--- src/include/icc_pkg.sv ---
// Constants, types and helpers for the input capture channel
// Function
// Idle-halt bit 13 set stops the channel during CPU idle; clear keeps it running.
// Timebase bit 7 one samples the first timer, zero samples the second.
// Field bits 6-5 picks interrupt every first, second, third or fourth capture.
// Read-only overflow flag at bit 4 shows whether an overflow occurred.
// Read-only bit 3 is one while the capture buffer holds unread values.
// Mode 000 switches the channel off.
// Mode 001 captures on every rising and every falling edge.
// In mode 001 interrupts ignore the captures-per-interrupt field.
// Mode 011 captures rising edges; mode 010 captures falling edges.
// Mode 100 captures only on every fourth rising edge.
// Mode 101 captures only on every sixteenth rising edge.
// Mode 110 is unused and behaves as disabled.
// Mode 111 gives only a rising-edge interrupt during sleep or idle.
// Control bits 15-14 and 12-8 always read zero.
// Each capture stores the full 16-bit selected timer count.
// Captures go into a four-deep FIFO read out in capture order.
// Capture into a full buffer sets overflow; emptying the buffer clears it.
// Count captures since last interrupt; interrupt when interval reached.
package icc_pkg;
  localparam int ICC_AW = 8;
  localparam int ICC_DW = 32;
  localparam int ICC_TW = 16;
  localparam int ICC_DEPTH = 4;
  localparam int ICC_PW = 2;
  localparam int ICC_IRQ_W = 3;

  localparam logic [7:0] ICC_OFF_CTRL = 8'h00;
  localparam logic [7:0] ICC_OFF_BUF = 8'h04;
  localparam logic [7:0] ICC_OFF_STAT = 8'h08;
  localparam logic [7:0] ICC_OFF_CLR = 8'h0c;
  localparam logic [7:0] ICC_OFF_EN = 8'h10;

  localparam int ICC_B_IDLE = 13;
  localparam int ICC_B_TSEL = 7;
  localparam int ICC_B_CPI = 5;
  localparam int ICC_B_OVF = 4;
  localparam int ICC_B_BNE = 3;
  localparam int ICC_B_MODE = 0;

  localparam logic [2:0] ICC_M_OFF = 3'h0;
  localparam logic [2:0] ICC_M_EDGE = 3'h1;
  localparam logic [2:0] ICC_M_FALL = 3'h2;
  localparam logic [2:0] ICC_M_RISE = 3'h3;
  localparam logic [2:0] ICC_M_PRE4 = 3'h4;
  localparam logic [2:0] ICC_M_PRE16 = 3'h5;
  localparam logic [2:0] ICC_M_UNUSED = 3'h6;
  localparam logic [2:0] ICC_M_WAKE = 3'h7;

  localparam logic [3:0] ICC_PRE4_LAST = 4'h3;
  localparam logic [3:0] ICC_PRE16_LAST = 4'hf;

  localparam int ICC_I_CAP = 0;
  localparam int ICC_I_OVF = 1;
  localparam int ICC_I_WAKE = 2;

  typedef struct packed {
    logic idle_halt;
    logic tsel;
    logic [1:0] cpi;
    logic [2:0] mode;
  } icc_ctrl_t;

  localparam icc_ctrl_t ICC_CTRL_RST = icc_ctrl_t'(7'h00);

  typedef struct packed {
    logic full;
    logic empty;
  } icc_fifo_st_t;

  // Control word as software sees it, unimplemented bits zero
  function automatic logic [15:0] icc_ctrl_word(icc_ctrl_t c, logic ovf, logic bne);
    logic [15:0] w;
    w = 16'h0000;
    w[ICC_B_IDLE] = c.idle_halt;
    w[ICC_B_TSEL] = c.tsel;
    w[ICC_B_CPI +: 2] = c.cpi;
    w[ICC_B_OVF] = ovf;
    w[ICC_B_BNE] = bne;
    w[ICC_B_MODE +: 3] = c.mode;
    return w;
  endfunction
endpackage

--- src/icc_top.sv ---
// Input capture channel with APB register slave
//
// The placing of the registers and the APB register port are this design's own decisions.
`timescale 1ns/1ps
module icc_top import icc_pkg::*; (
  input wire logic clk,
  input wire logic nrst,
  input wire logic psel,
  input wire logic penable,
  input wire logic pwrite,
  input wire logic [ICC_AW-1:0] paddr,
  input wire logic [ICC_DW-1:0] pwdata,
  output logic [ICC_DW-1:0] prdata,
  output logic pready,
  output logic pslverr,
  input wire logic capture_input_pin,
  input wire logic [ICC_TW-1:0] first_timer_count,
  input wire logic [ICC_TW-1:0] second_timer_count,
  input wire logic cpu_idle,
  input wire logic cpu_sleep,
  output logic irq
);
  logic rs1_ff;
  logic rst_n;
  icc_ctrl_t ctrl_ff;
  logic ovf_ff;
  logic [1:0] ev_cnt_ff;
  logic [ICC_IRQ_W-1:0] stat_ff;
  logic [ICC_IRQ_W-1:0] en_ff;
  logic [ICC_DW-1:0] prdata_ff;
  logic pready_ff;
  logic pslverr_ff;
  logic irq_ff;

  // Reset release through two flops
  always_ff @(posedge clk or negedge nrst) begin
    if (!nrst) begin
      rs1_ff <= 1'b0;
      rst_n <= 1'b0;
    end else begin
      rs1_ff <= 1'b1;
      rst_n <= rs1_ff;
    end
  end

  // Bus decode: answer one cycle into the access phase
  wire acc = psel && penable && !pready_ff;
  wire done = psel && penable && pready_ff;
  wire hit_ctrl = (paddr == ICC_OFF_CTRL);
  wire hit_buf = (paddr == ICC_OFF_BUF);
  wire hit_stat = (paddr == ICC_OFF_STAT);
  wire hit_clr = (paddr == ICC_OFF_CLR);
  wire hit_en = (paddr == ICC_OFF_EN);
  wire mapped = hit_ctrl || hit_buf || hit_stat || hit_clr || hit_en;
  wire wr_ctrl = done && pwrite && hit_ctrl;
  wire wr_clr = done && pwrite && hit_clr;
  wire wr_en = done && pwrite && hit_en;
  wire rd_buf = done && !pwrite && hit_buf;

  // Capture path
  wire lowpwr = cpu_idle || cpu_sleep;
  wire halted = (ctrl_ff.idle_halt && cpu_idle) || cpu_sleep;
  wire run = !halted;
  wire mode_chg = wr_ctrl && (pwdata[ICC_B_MODE +: 3] != ctrl_ff.mode);
  logic cap_evt;
  logic wake_evt;
  icc_fifo_st_t fst;
  logic [ICC_TW-1:0] head;
  wire [ICC_TW-1:0] sample = ctrl_ff.tsel ? first_timer_count : second_timer_count;
  wire push = cap_evt;
  wire ovf_evt = cap_evt && fst.full;

  icc_edge u_edge (
    .clk(clk),
    .rst_n(rst_n),
    .pin(capture_input_pin),
    .mode(ctrl_ff.mode),
    .run(run),
    .lowpwr(lowpwr),
    .restart(mode_chg),
    .cap_evt(cap_evt),
    .wake_evt(wake_evt)
  );

  icc_fifo u_fifo (
    .clk(clk),
    .rst_n(rst_n),
    .push(push),
    .wdata(sample),
    .pop(rd_buf),
    .rdata(head),
    .st(fst)
  );

  // Interrupt interval: mode 001 fires on every capture stored in the buffer
  wire stored = cap_evt && !fst.full;
  wire every = (ctrl_ff.mode == ICC_M_EDGE);
  wire cnt_hit = every || (ev_cnt_ff == ctrl_ff.cpi);
  wire int_evt = stored && cnt_hit;
  logic [1:0] nxt_ev_cnt;
  assign nxt_ev_cnt = (mode_chg || (wr_ctrl && pwdata[ICC_B_CPI +: 2] != ctrl_ff.cpi)) ? 2'h0
                    : int_evt ? 2'h0
                    : stored ? ev_cnt_ff + 2'h1
                    : ev_cnt_ff;

  // Overflow clears only once the buffer is empty; a new overflow wins
  logic nxt_ovf;
  assign nxt_ovf = ovf_evt || (ovf_ff && !fst.empty);

  logic [ICC_IRQ_W-1:0] ev_vec;
  assign ev_vec[ICC_I_CAP] = int_evt;
  assign ev_vec[ICC_I_OVF] = ovf_evt;
  assign ev_vec[ICC_I_WAKE] = wake_evt;
  logic [ICC_IRQ_W-1:0] nxt_stat;
  assign nxt_stat = ev_vec | (stat_ff & ~(wr_clr ? pwdata[ICC_IRQ_W-1:0] : '0));

  // Read mux
  wire [15:0] ctrl_word = icc_ctrl_word(ctrl_ff, ovf_ff, !fst.empty);
  logic [ICC_DW-1:0] rd_mux;
  assign rd_mux = hit_ctrl ? {16'h0000, ctrl_word}
                : hit_buf ? {16'h0000, fst.empty ? 16'h0000 : head}
                : hit_stat ? {29'h0, stat_ff}
                : hit_en ? {29'h0, en_ff}
                : 32'h0000_0000;

  always_ff @(posedge clk or negedge rst_n) begin
    if (!rst_n) begin
      pready_ff <= 1'b0;
      pslverr_ff <= 1'b0;
      prdata_ff <= '0;
    end else begin
      pready_ff <= acc;
      pslverr_ff <= acc && !mapped;
      if (acc) prdata_ff <= pwrite ? '0 : rd_mux;
    end
  end

  // Only implemented control bits are writable; flags are hardware owned
  always_ff @(posedge clk or negedge rst_n) begin
    if (!rst_n) begin
      ctrl_ff <= ICC_CTRL_RST;
    end else if (wr_ctrl) begin
      ctrl_ff.idle_halt <= pwdata[ICC_B_IDLE];
      ctrl_ff.tsel <= pwdata[ICC_B_TSEL];
      ctrl_ff.cpi <= pwdata[ICC_B_CPI +: 2];
      ctrl_ff.mode <= pwdata[ICC_B_MODE +: 3];
    end
  end

  always_ff @(posedge clk or negedge rst_n) begin
    if (!rst_n) begin
      ovf_ff <= 1'b0;
      ev_cnt_ff <= 2'h0;
      stat_ff <= '0;
      en_ff <= '0;
      irq_ff <= 1'b0;
    end else begin
      ovf_ff <= nxt_ovf;
      ev_cnt_ff <= nxt_ev_cnt;
      stat_ff <= nxt_stat;
      if (wr_en) en_ff <= pwdata[ICC_IRQ_W-1:0];
      irq_ff <= |(nxt_stat & (wr_en ? pwdata[ICC_IRQ_W-1:0] : en_ff));
    end
  end

  assign prdata = prdata_ff;
  assign pready = pready_ff;
  assign pslverr = pslverr_ff;
  assign irq = irq_ff;
endmodule // icc_top

--- src/icc_fifo.sv ---
// Four-entry capture value FIFO
`timescale 1ns/1ps
module icc_fifo import icc_pkg::*; (
  input wire logic clk,
  input wire logic rst_n,
  input wire logic push,
  input wire logic [ICC_TW-1:0] wdata,
  input wire logic pop,
  output logic [ICC_TW-1:0] rdata,
  output icc_fifo_st_t st
);
  logic [ICC_TW-1:0] mem_ff [ICC_DEPTH];
  logic [ICC_PW-1:0] wp_ff;
  logic [ICC_PW-1:0] rp_ff;
  logic [ICC_PW:0] cnt_ff;
  wire do_push = push && !st.full;
  wire do_pop = pop && !st.empty;

  assign st.full = (cnt_ff == (ICC_PW+1)'(ICC_DEPTH));
  assign st.empty = (cnt_ff == (ICC_PW+1)'(0));
  assign rdata = mem_ff[rp_ff];

  always_ff @(posedge clk) begin
    if (do_push) begin
      mem_ff[wp_ff] <= wdata;
    end
  end

  always_ff @(posedge clk or negedge rst_n) begin
    if (!rst_n) begin
      wp_ff <= '0;
      rp_ff <= '0;
      cnt_ff <= '0;
    end else begin
      if (do_push) wp_ff <= wp_ff + ICC_PW'(1);
      if (do_pop) rp_ff <= rp_ff + ICC_PW'(1);
      cnt_ff <= cnt_ff + (ICC_PW+1)'(do_push) - (ICC_PW+1)'(do_pop);
    end
  end
endmodule // icc_fifo

--- src/icc_edge.sv ---
// Pin synchroniser, edge detect and prescaler for capture events
`timescale 1ns/1ps
module icc_edge import icc_pkg::*; (
  input wire logic clk,
  input wire logic rst_n,
  input wire logic pin,
  input wire logic [2:0] mode,
  input wire logic run,
  input wire logic lowpwr,
  input wire logic restart,
  output logic cap_evt,
  output logic wake_evt
);
  logic s1_ff;
  logic s2_ff;
  logic s3_ff;
  logic [3:0] pre_ff;
  wire rise = s2_ff && !s3_ff;
  wire fall = !s2_ff && s3_ff;
  wire [3:0] pre_last = (mode == ICC_M_PRE16) ? ICC_PRE16_LAST : ICC_PRE4_LAST;
  wire pre_mode = (mode == ICC_M_PRE4) || (mode == ICC_M_PRE16);
  wire pre_hit = rise && (pre_ff == pre_last);
  logic qual;

  always_comb begin
    unique case (mode)
      ICC_M_EDGE: qual = rise || fall;
      ICC_M_FALL: qual = fall;
      ICC_M_RISE: qual = rise;
      ICC_M_PRE4: qual = pre_hit;
      ICC_M_PRE16: qual = pre_hit;
      default: qual = 1'b0;
    endcase
  end

  assign cap_evt = run && qual;
  assign wake_evt = (mode == ICC_M_WAKE) && lowpwr && rise;

  always_ff @(posedge clk or negedge rst_n) begin
    if (!rst_n) begin
      s1_ff <= 1'b0;
      s2_ff <= 1'b0;
      s3_ff <= 1'b0;
      pre_ff <= 4'h0;
    end else begin
      s1_ff <= pin;
      s2_ff <= s1_ff;
      s3_ff <= s2_ff;
      if (restart || !pre_mode) pre_ff <= 4'h0;
      else if (run && rise) pre_ff <= pre_hit ? 4'h0 : pre_ff + 4'h1;
    end
  end
endmodule // icc_edge

--- config.mk ---
export PLATFORM = sky130hd
export DESIGN_NAME = icc_top
export DESIGN_NICKNAME = d
export VERILOG_FILES = /design/src/include/icc_pkg.sv /design/src/icc_top.sv /design/src/icc_fifo.sv /design/src/icc_edge.sv
export SDC_FILE = /design/constraint.sdc
export NUM_CORES = 1
export LEC_CHECK = 0
export ABC_AREA = 1
export BUFFER_PORTS_ARGS = -buffer_cell sky130_fd_sc_hd__buf_2
export CAP_MARGIN = 20
export CELL_PAD_IN_SITES_DETAIL_PLACEMENT = 0
export CELL_PAD_IN_SITES_GLOBAL_PLACEMENT = 2
export CORE_MARGIN = 2
export CORE_UTILIZATION = 36
export DETAILED_ROUTE_END_ITERATION = 8
export PLACE_DENSITY = 0.95
export SLEW_MARGIN = 5
export SYNTH_ARGS = -nofsm -noshare
export SYNTH_HDL_FRONTEND = slang
export SYNTH_HIERARCHICAL = 1
export SYNTH_SLANG_ARGS = --single-unit
--- constraint.sdc ---
create_clock -name clk -period 2.7 [get_ports clk]
set_clock_uncertainty 0.1 [all_clocks]
set_input_delay 0.81 -clock clk [delete_from_list [all_inputs] [get_ports clk]]
set_output_delay 0.81 -clock clk [all_outputs]
set_load 0.02 [all_outputs]
==> impl_summary.log, run 1 <==
[metrics] result of the run: completed
[metrics] per-instance average area after synthesis: ~9.1 µm²
[metrics] number of H-tree levels: 4
[metrics] measured slew at the worst slew-check pin: 0.5436 ns
[metrics] main flop type after synthesis: edfxtp_1
[metrics] area added between synthesis and finish: 22.12%
[metrics] GRT met1 Usage: 0.1889
[metrics] vias in the first global route: about 4,100
[metrics] ratio of final minimum period to clock period: 0.9520
[metrics] Crit. End Element: register
[metrics] count of final setup violators: 0
[metrics] layer with the highest usage after global routing: met2
[metrics] all-layer global routing usage: 0.1545
[metrics] synthesized area: between 5000 and 6000 µm²
[metrics] CP Max Fanout: 3
[metrics] sink count of the clock tree: roughly 120
[metrics] final antenna diode count: 0
[metrics] clock transition at the registers of the reported paths: approximately 0.050 ns
[metrics] final count of hold timing violations: 0
[metrics] Num CTS Buffers: 17
[metrics] Layout fillers: ~1,500
[metrics] via total after detailed routing: approximately 4,300
[metrics] Max-Cap Viols: 0
[metrics] height of the die: roughly 130 µm
[metrics] fraction of registers with async set or reset after synthesis: 0.4435
[metrics] number of enable-type register cells in the synthesized netlist: 64
[metrics] maximum number of pins on one net before global-route repair: 50
[metrics] net total in the final layout: a little over 800
[metrics] placer's final routability congestion estimate: 0.8223
[metrics] area enclosed by the die boundary: 16,880 µm²
[metrics] Top-Level Pins: ~120
[metrics] leakage power: about 0.0033 µW
[metrics] half-perimeter wire length after detailed placement: approximately 8900 µm
[metrics] post-detailed-route via-to-cell ratio: roughly 4.5
[metrics] most used cells in the layout excluding fill and tap cells: nand2_1 (211), buf_2 (73), edfxtp_1 (64), inv_1 (56), dfrtp_1 (50)
[metrics] core outline area: 15,710 µm²
[metrics] critical path required time: 2.95 ns
[metrics] number of register bits inferred by synthesis: around 120
[metrics] first-pass GRT wire length: 19,600 µm
[metrics] worst r2r path cells: 13
[metrics] standard-cell rows: 46
[metrics] initial standard-cell utilization of the core: 0.3632
[metrics] Max Buffers Root-to-Sink: 2
[metrics] share of the yosys chip area belonging to registers: 0.5604
[metrics] fraction of met2 tracks used by global routing: 0.2621
[metrics] total global routing overflow: 0
[metrics] number of unique standard cell types used by synthesis: 39
[metrics] Antenna Violating Nets Remaining: 0
[metrics] root buffer selected by CTS: clkbuf_16
[metrics] x dimension of the die: roughly 130 µm
[metrics] share of cells above drive strength 1: 0.2398
[metrics] critical path data arrival time: between 2 and 3 ns
[metrics] commonest non-fill, non-tap cell in the layout: nand2_1
[metrics] final critical path time including I/O delays and setup: roughly 2.6 ns
[metrics] pins over their slew limit: 0
[metrics] final wirelength: around 12,000 µm
[metrics] first-pass iteration count of the detailed router: 5
[metrics] antenna violations before repair: 0
[metrics] buffers added on ports: 73
[metrics] Max Freq: between 0.3 and 0.4 GHz
[metrics] path type of the worst setup path: reg2reg
[metrics] slew margin rel.: 0.6376
[metrics] Hold/Removal Path Class: in2async
[metrics] VDD IR max: 0.0004764 V
[metrics] Setup crit start kind: register
[metrics] Mapped Cells: around 630
[metrics] clk_lat worst skew: 0.41 ns
[metrics] Final Core Density: 0.4435
[metrics] clock tree from TritonCTS: yes
[metrics] Critical R2R Capture: u_fifo/cnt_ff[2]
[metrics] Post-route DRC: 0
[metrics] Wirelength per Cell: 13.06 µm
[metrics] areal power density over the cells: ~590 nW/µm²
[metrics] startpoint of the lowest-slack register-to-register path: u_edge/s2_ff
[metrics] violation count after the first detailed-routing iteration: about 220
[metrics] met3 global-route usage: 0.04182
[metrics] worst-case register-to-register setup slack: approximately 0.13 ns
[metrics] Yosys warning count: 6
[metrics] final-layout setup total negative slack: 0 ns
==> state kept, by name (all words and copies together) (netlist names), 2 cells and up <==
name / count
ctrl_ff: 7
ev_cnt_ff: 2
stat_ff: 3
u_fifo/mem_ff: 64
u_fifo/cnt_ff: 3
en_ff: 3
prdata: 16
u_fifo/rp_ff: 2
u_edge/pre_ff: 4
u_fifo/wp_ff: 2
==> worst max-delay path, cell delays in order (launching register included) <==
cell and delay [ns]:
dfrtp_1 0.37, inv_1 0.05, ha_1 0.28, o211ai_1 0.18, nand2_1 0.10, a21oi_2 0.16, buf_4 0.14, nand2_2 0.08
ha_4 0.26, inv_1 0.03, ha_1 0.19, fa_2 0.34, nand3b_1 0.16, nand2_1 0.07
==> what timing repair did <==
item                                    CTS  global route
setup buffers                             0             0
endpoints found under the setup margin    0             1
gates resized for setup                   0             3
hold buffers                              0             0
==> cell usage after synthesis (3+ instances only) <==
| library cell | number | area, µm² |
|---|---|---|
| clkinv_1 | 3 | 11.26 |
| buf_6 | 9 | 101.4 |
| buf_4 | 16 | 120.1 |
| ha_1 | 9 | 112.6 |
| inv_1 | 56 | 210.2 |
| xnor2_1 | 5 | 43.79 |
| inv_2 | 9 | 33.78 |
| buf_2 | 5 | 25.02 |
| nor2_1 | 44 | 165.2 |
| nor2_2 | 3 | 18.77 |
| o21ai_1 | 42 | 210.2 |
| a21oi_1 | 7 | 35.03 |
| nand3_2 | 3 | 30.03 |
| o22ai_2 | 4 | 50.05 |
| o21ai_0 | 11 | 55.05 |
| nand3_1 | 26 | 130.1 |
| nand2_2 | 10 | 62.56 |
| nor2_4 | 7 | 78.83 |
| nor3_1 | 3 | 15.01 |
| dfrtp_1 | 51 | 1276 |
| nand2_1 | 211 | 792.0 |
| edfxtp_1 | 64 | 1922 |
==> power breakdown <==
group | total [µW] | internal, µW | switching [µW]
clock | 2020 | 1280 | 741
combinational | 197 | 69.8 | 128
sequential | 1890 | 1880 | 11.4
==> per-layer routing <==
metal | routed length (µm) | share of wire
met3 | 661 | 0.053
met1 | 5591 | 0.45
met4 | 216 | 0.017
met5 | 0 | 0
met2 | 5985 | 0.48
==> how the worst max path moves through the flow <==
| stage | start | to | slack [ns] | depth (start not counted) |
|---|---|---|---|---|
| final | u_edge/s2_ff | u_fifo/cnt_ff[2] | 0.13 | 13 |
| after global routing | u_edge/s2_ff | u_fifo/cnt_ff[2] | -0.008 | 13 |
| after CTS | u_edge/s2_ff | u_fifo/cnt_ff[2] | 0.02 | 13 |
| after detailed placement | cpu_idle | u_fifo/cnt_ff[2] | -0.11 | 12 |
| after global placement | cpu_idle | u_fifo/cnt_ff[2] | -0.11 | 12 |
| after floorplan | cpu_idle | u_fifo/cnt_ff[2] | 0.03 | 10 |
==> final cells by class <==
cell class	instances	area, µm²	area share
Sequential cell	115	3199	0.4591
Multi-Input combinational cell	423	2073	0.2975
Timing Repair Buffer	98	615.6	0.08833
Clock buffer	22	454.2	0.06517
Tap cell	216	270.3	0.03878
Inverter	70	267.8	0.03842
Clock inverter	10	88.84	0.01275
==> through the flow <==
stage	worst slack [ns]	cells	hold slack, ns	total power, µW	area [µm²]
floorplan	0.03433	640	0.2312	2047	5774
global placement	-0.1091	922	0.1531	2111	6407
detailed placement	-0.1123	922	0.1624	2117	6407
CTS	0.02406	954	0.05400	4147	6950
global route	-0.007797	954	0.05023	4254	6969
finish	0.1297	954	0.06604	4103	6969
==> cells by family (layout without fill, tap and decap cells) <==
logic type,after synthesis,after routing,synth area share
and+or+nand+nor,315,315,0.2383
DFF,115,115,0.5604
buffers and inverters,102,200,0.09143
AOI/OAI and AO/OA,74,74,0.07455
adders and majority gates,10,10,0.02324
xor gates and xnor gates,7,7,0.01074
other,2,17,0.001316
Power figures use the tool's default switching activity.
==> run 2: changes to the inputs <==
Settings changed: CELL_PAD_IN_SITES_DETAIL_PLACEMENT 0 to 2.
==> run 2 against run 1 <==
Compared with the run above:
- combinational power rose by 10%
- power increased by 5.0%
- maximum frequency decreased by 4.5%
- first-iteration DRC count up 3.2%
- worst hold slack improved by 0.0081 ns
- critical endpoint unchanged
==> impl_summary.log, run 2 (synthesis gave the netlist of run 1 again) <==
[metrics] met3 global-route usage: 0.04838 (+0.006560)
[metrics] number of H-tree levels: 4 (unchanged)
[metrics] Setup crit start kind: register
[metrics] root buffer selected by CTS: clkbuf_16
[metrics] Antenna Violating Nets Remaining: 0 (unchanged)
[metrics] leakage power: 0.003323 µW (+0.57%)
[metrics] VDD IR max: 0.0004522 V (-5.1%)
[metrics] pins over their slew limit: 0 (unchanged)
[metrics] first-pass iteration count of the detailed router: 4 (-1)
[metrics] count of final setup violators: 0 (unchanged)
[metrics] clk_lat worst skew: 0.42 ns (about the same)
[metrics] Post-route DRC: 0 (unchanged)
[metrics] ratio of final minimum period to clock period: 0.9968 (+0.04483)
[metrics] measured slew at the worst slew-check pin: 0.5883 ns (+0.04465 ns)
[metrics] Max-Cap Viols: 0 (unchanged)
[metrics] most used cells in the layout excluding fill and tap cells: nand2_1 (211), buf_2 (73), edfxtp_1 (64), inv_1 (55), dfrtp_1 (50)
[metrics] commonest non-fill, non-tap cell in the layout: nand2_1
[metrics] GRT met1 Usage: 0.2607 (+0.07184)
[metrics] Crit. End Element: register
[metrics] Max Buffers Root-to-Sink: 2 (unchanged)
[metrics] final antenna diode count: 0 (unchanged)
[metrics] Layout fillers: 1,711 (+13%)
[metrics] final-layout setup total negative slack: 0 ns (unchanged)
[metrics] register containing the most flip-flops in the final layout: u_fifo/mem_ff
[metrics] fraction of met2 tracks used by global routing: 0.4706 (+0.2085)
[metrics] sink count of the clock tree: 115 (unchanged)
[metrics] critical path data arrival time: 2.94 ns (+0.12 ns)
[metrics] Design Power: 4310 µW (+5.0%)
[metrics] final count of hold timing violations: 0 (unchanged)
[metrics] path type of the worst setup path: reg2reg
[metrics] all-layer global routing usage: 0.2438 (+0.08935)
[metrics] violation count after the first detailed-routing iteration: 224 (+3.2%)
[metrics] half-perimeter wire length after detailed placement: 13,310 µm (+49%)
[metrics] Num CTS Buffers: 17 (unchanged)
[metrics] first-pass GRT wire length: 30,300 µm (+55%)
[metrics] Place WS: -0.2244 ns (-0.1121 ns)
[metrics] vias in the first global route: 5,533 (+36%)
[metrics] Top-Level Pins: 115 (unchanged)
[metrics] antenna violations before repair: 0 (unchanged)
[metrics] Hold/Removal Path Class: in2async
[metrics] post-detailed-route via-to-cell ratio: 4.961 (+10%)
[metrics] result of the run: completed
[metrics] via total after detailed routing: 4,738 (+10%)
[metrics] buffers added on ports: 73 (unchanged)
[metrics] placer's final routability congestion estimate: 0.8223 (unchanged)
[metrics] initial standard-cell utilization of the core: 0.3632 (unchanged)
[metrics] net total in the final layout: 816 (+0.12%)
[metrics] setup repair after global routing missed its margin: true
[metrics] clock transition at the registers of the reported paths: 0.06 ns (about the same)
[metrics] total global routing overflow: 0 (unchanged)
[metrics] clock tree from TritonCTS: yes
[metrics] standard-cell rows: 46 (unchanged)
[metrics] Max Freq: 0.3716 GHz (-4.5%)
[metrics] final worst-path setup slack: 0.008634 ns (-0.1210 ns)
[metrics] area added between synthesis and finish: 23.13%
[metrics] area enclosed by the die boundary: 16,880 µm² (unchanged)
[metrics] x dimension of the die: 129.9 µm (unchanged)
[metrics] register cell area after layout: 3199 µm² (unchanged)
[metrics] flip-flop count of the largest register, all copies and words added: 64 (unchanged)
[metrics] critical path required time: 2.94 ns (about the same)
[metrics] maximum number of pins on one net before global-route repair: 50 (unchanged)
[metrics] share of cells above drive strength 1: 0.2449 (+0.005088)
[metrics] core outline area: 15,710 µm² (unchanged)
[metrics] area of all placed cells without fillers: 7027 µm² (+0.83%)
[metrics] worst hold slack: 0.07414 ns (+0.008097 ns)
[metrics] multi-input combinational cell area: 2088 µm² (+0.72%)
[metrics] final critical path time including I/O delays and setup: 2.691 ns (+0.1210 ns)
[metrics] Wirelength per Cell: 20.33 µm (+56%)
[metrics] layer with the highest usage after global routing: met2
[metrics] areal power density over the cells: 613.3 nW/µm² (+4.2%)
[metrics] post-detailed-placement cell area: 6407 µm² (unchanged)
[metrics] height of the die: 129.9 µm (unchanged)
[metrics] slew margin rel.: 0.6078 (-0.02977)
[metrics] final wirelength: 19,410 µm (+56%)
[metrics] CP Max Fanout: 3 (unchanged)
==> run 2: cell types whose count changed in the layout (fill, tap and decap cells not counted), sizes merged <==
cell      change
bufinv        +1
buf           +1
clkinvlp      -2
clkinv        +1
==> run 2: where the power goes <==
group / switching [µW] / total (µW) / internal, µW
combinational: 147 / 217 / 69.9
clock: 804 / 2200 / 1400
sequential: 15.0 / 1890 / 1870
total: 966 / 4310 / 3340
==> run 2: worst paths after layout <==
path                         startpoint                to  slack [ns]  depth (start not counted)
min in group clk                 rs1_ff             rst_n        0.26                          0
min                                nrst             rst_n        0.07                          1
max                        u_edge/s2_ff  u_fifo/cnt_ff[2]       0.009                         12
max in group asynchronous         rst_n         prdata[2]        2.10                          1
min reg2reg                       rst_n        ctrl_ff[3]        0.16                          1
max reg2reg                u_edge/s2_ff  u_fifo/cnt_ff[2]       0.009                         12
==> run 2: worst max-delay path, stage by stage (launching register included) <==
cell	delay, ns
dfrtp_1	0.38
inv_1	0.06
ha_1	0.26
o211ai_1	0.25
nand2_1	0.12
a21oi_2	0.22
nand2_2	0.11
ha_4	0.30
inv_4	0.04
ha_4	0.15
fa_2	0.36
nand3b_1	0.19
nand2_1	0.09
==> run 2: metal layers <==
metal  share of wire  wire (µm)  vias up
met1            0.37       7239     2376
met5               0          0        -
li1                -          -     2179
met3           0.045        880       39
met2            0.56      10830      144
met4           0.024        464        0
==> run 2: final cells by class <==
| type | instances | share of cell area |
|---|---|---|
| timing repair buffer | 99 | 0.08868 |
| sequential | 115 | 0.4553 |
| inverter | 70 | 0.03846 |
| tap | 216 | 0.03846 |
| clock inverter | 10 | 0.01585 |
| multi-input combinational | 423 | 0.2972 |
| clock buffer | 22 | 0.06606 |
==> run 2: repair_timing <==
| item | CTS | global route |
|---|---|---|
| buffers inserted | 0 | 2 |
| endpoints found under the setup margin | 2 | 2 |
| cloned | 0 | 0 |
| pin swaps | 3 | 7 |
| resized for setup | 3 | 5 |
| hold buffers | 0 | 0 |
==> run 2: metrics by stage <==
step           cells    util
2_1_floorplan    640       -
6_report         955  0.4472
3_3_place_gp     922  0.4078
4_1_cts          953  0.4451
5_1_grt          955  0.4472
3_5_place_dp     922  0.4078
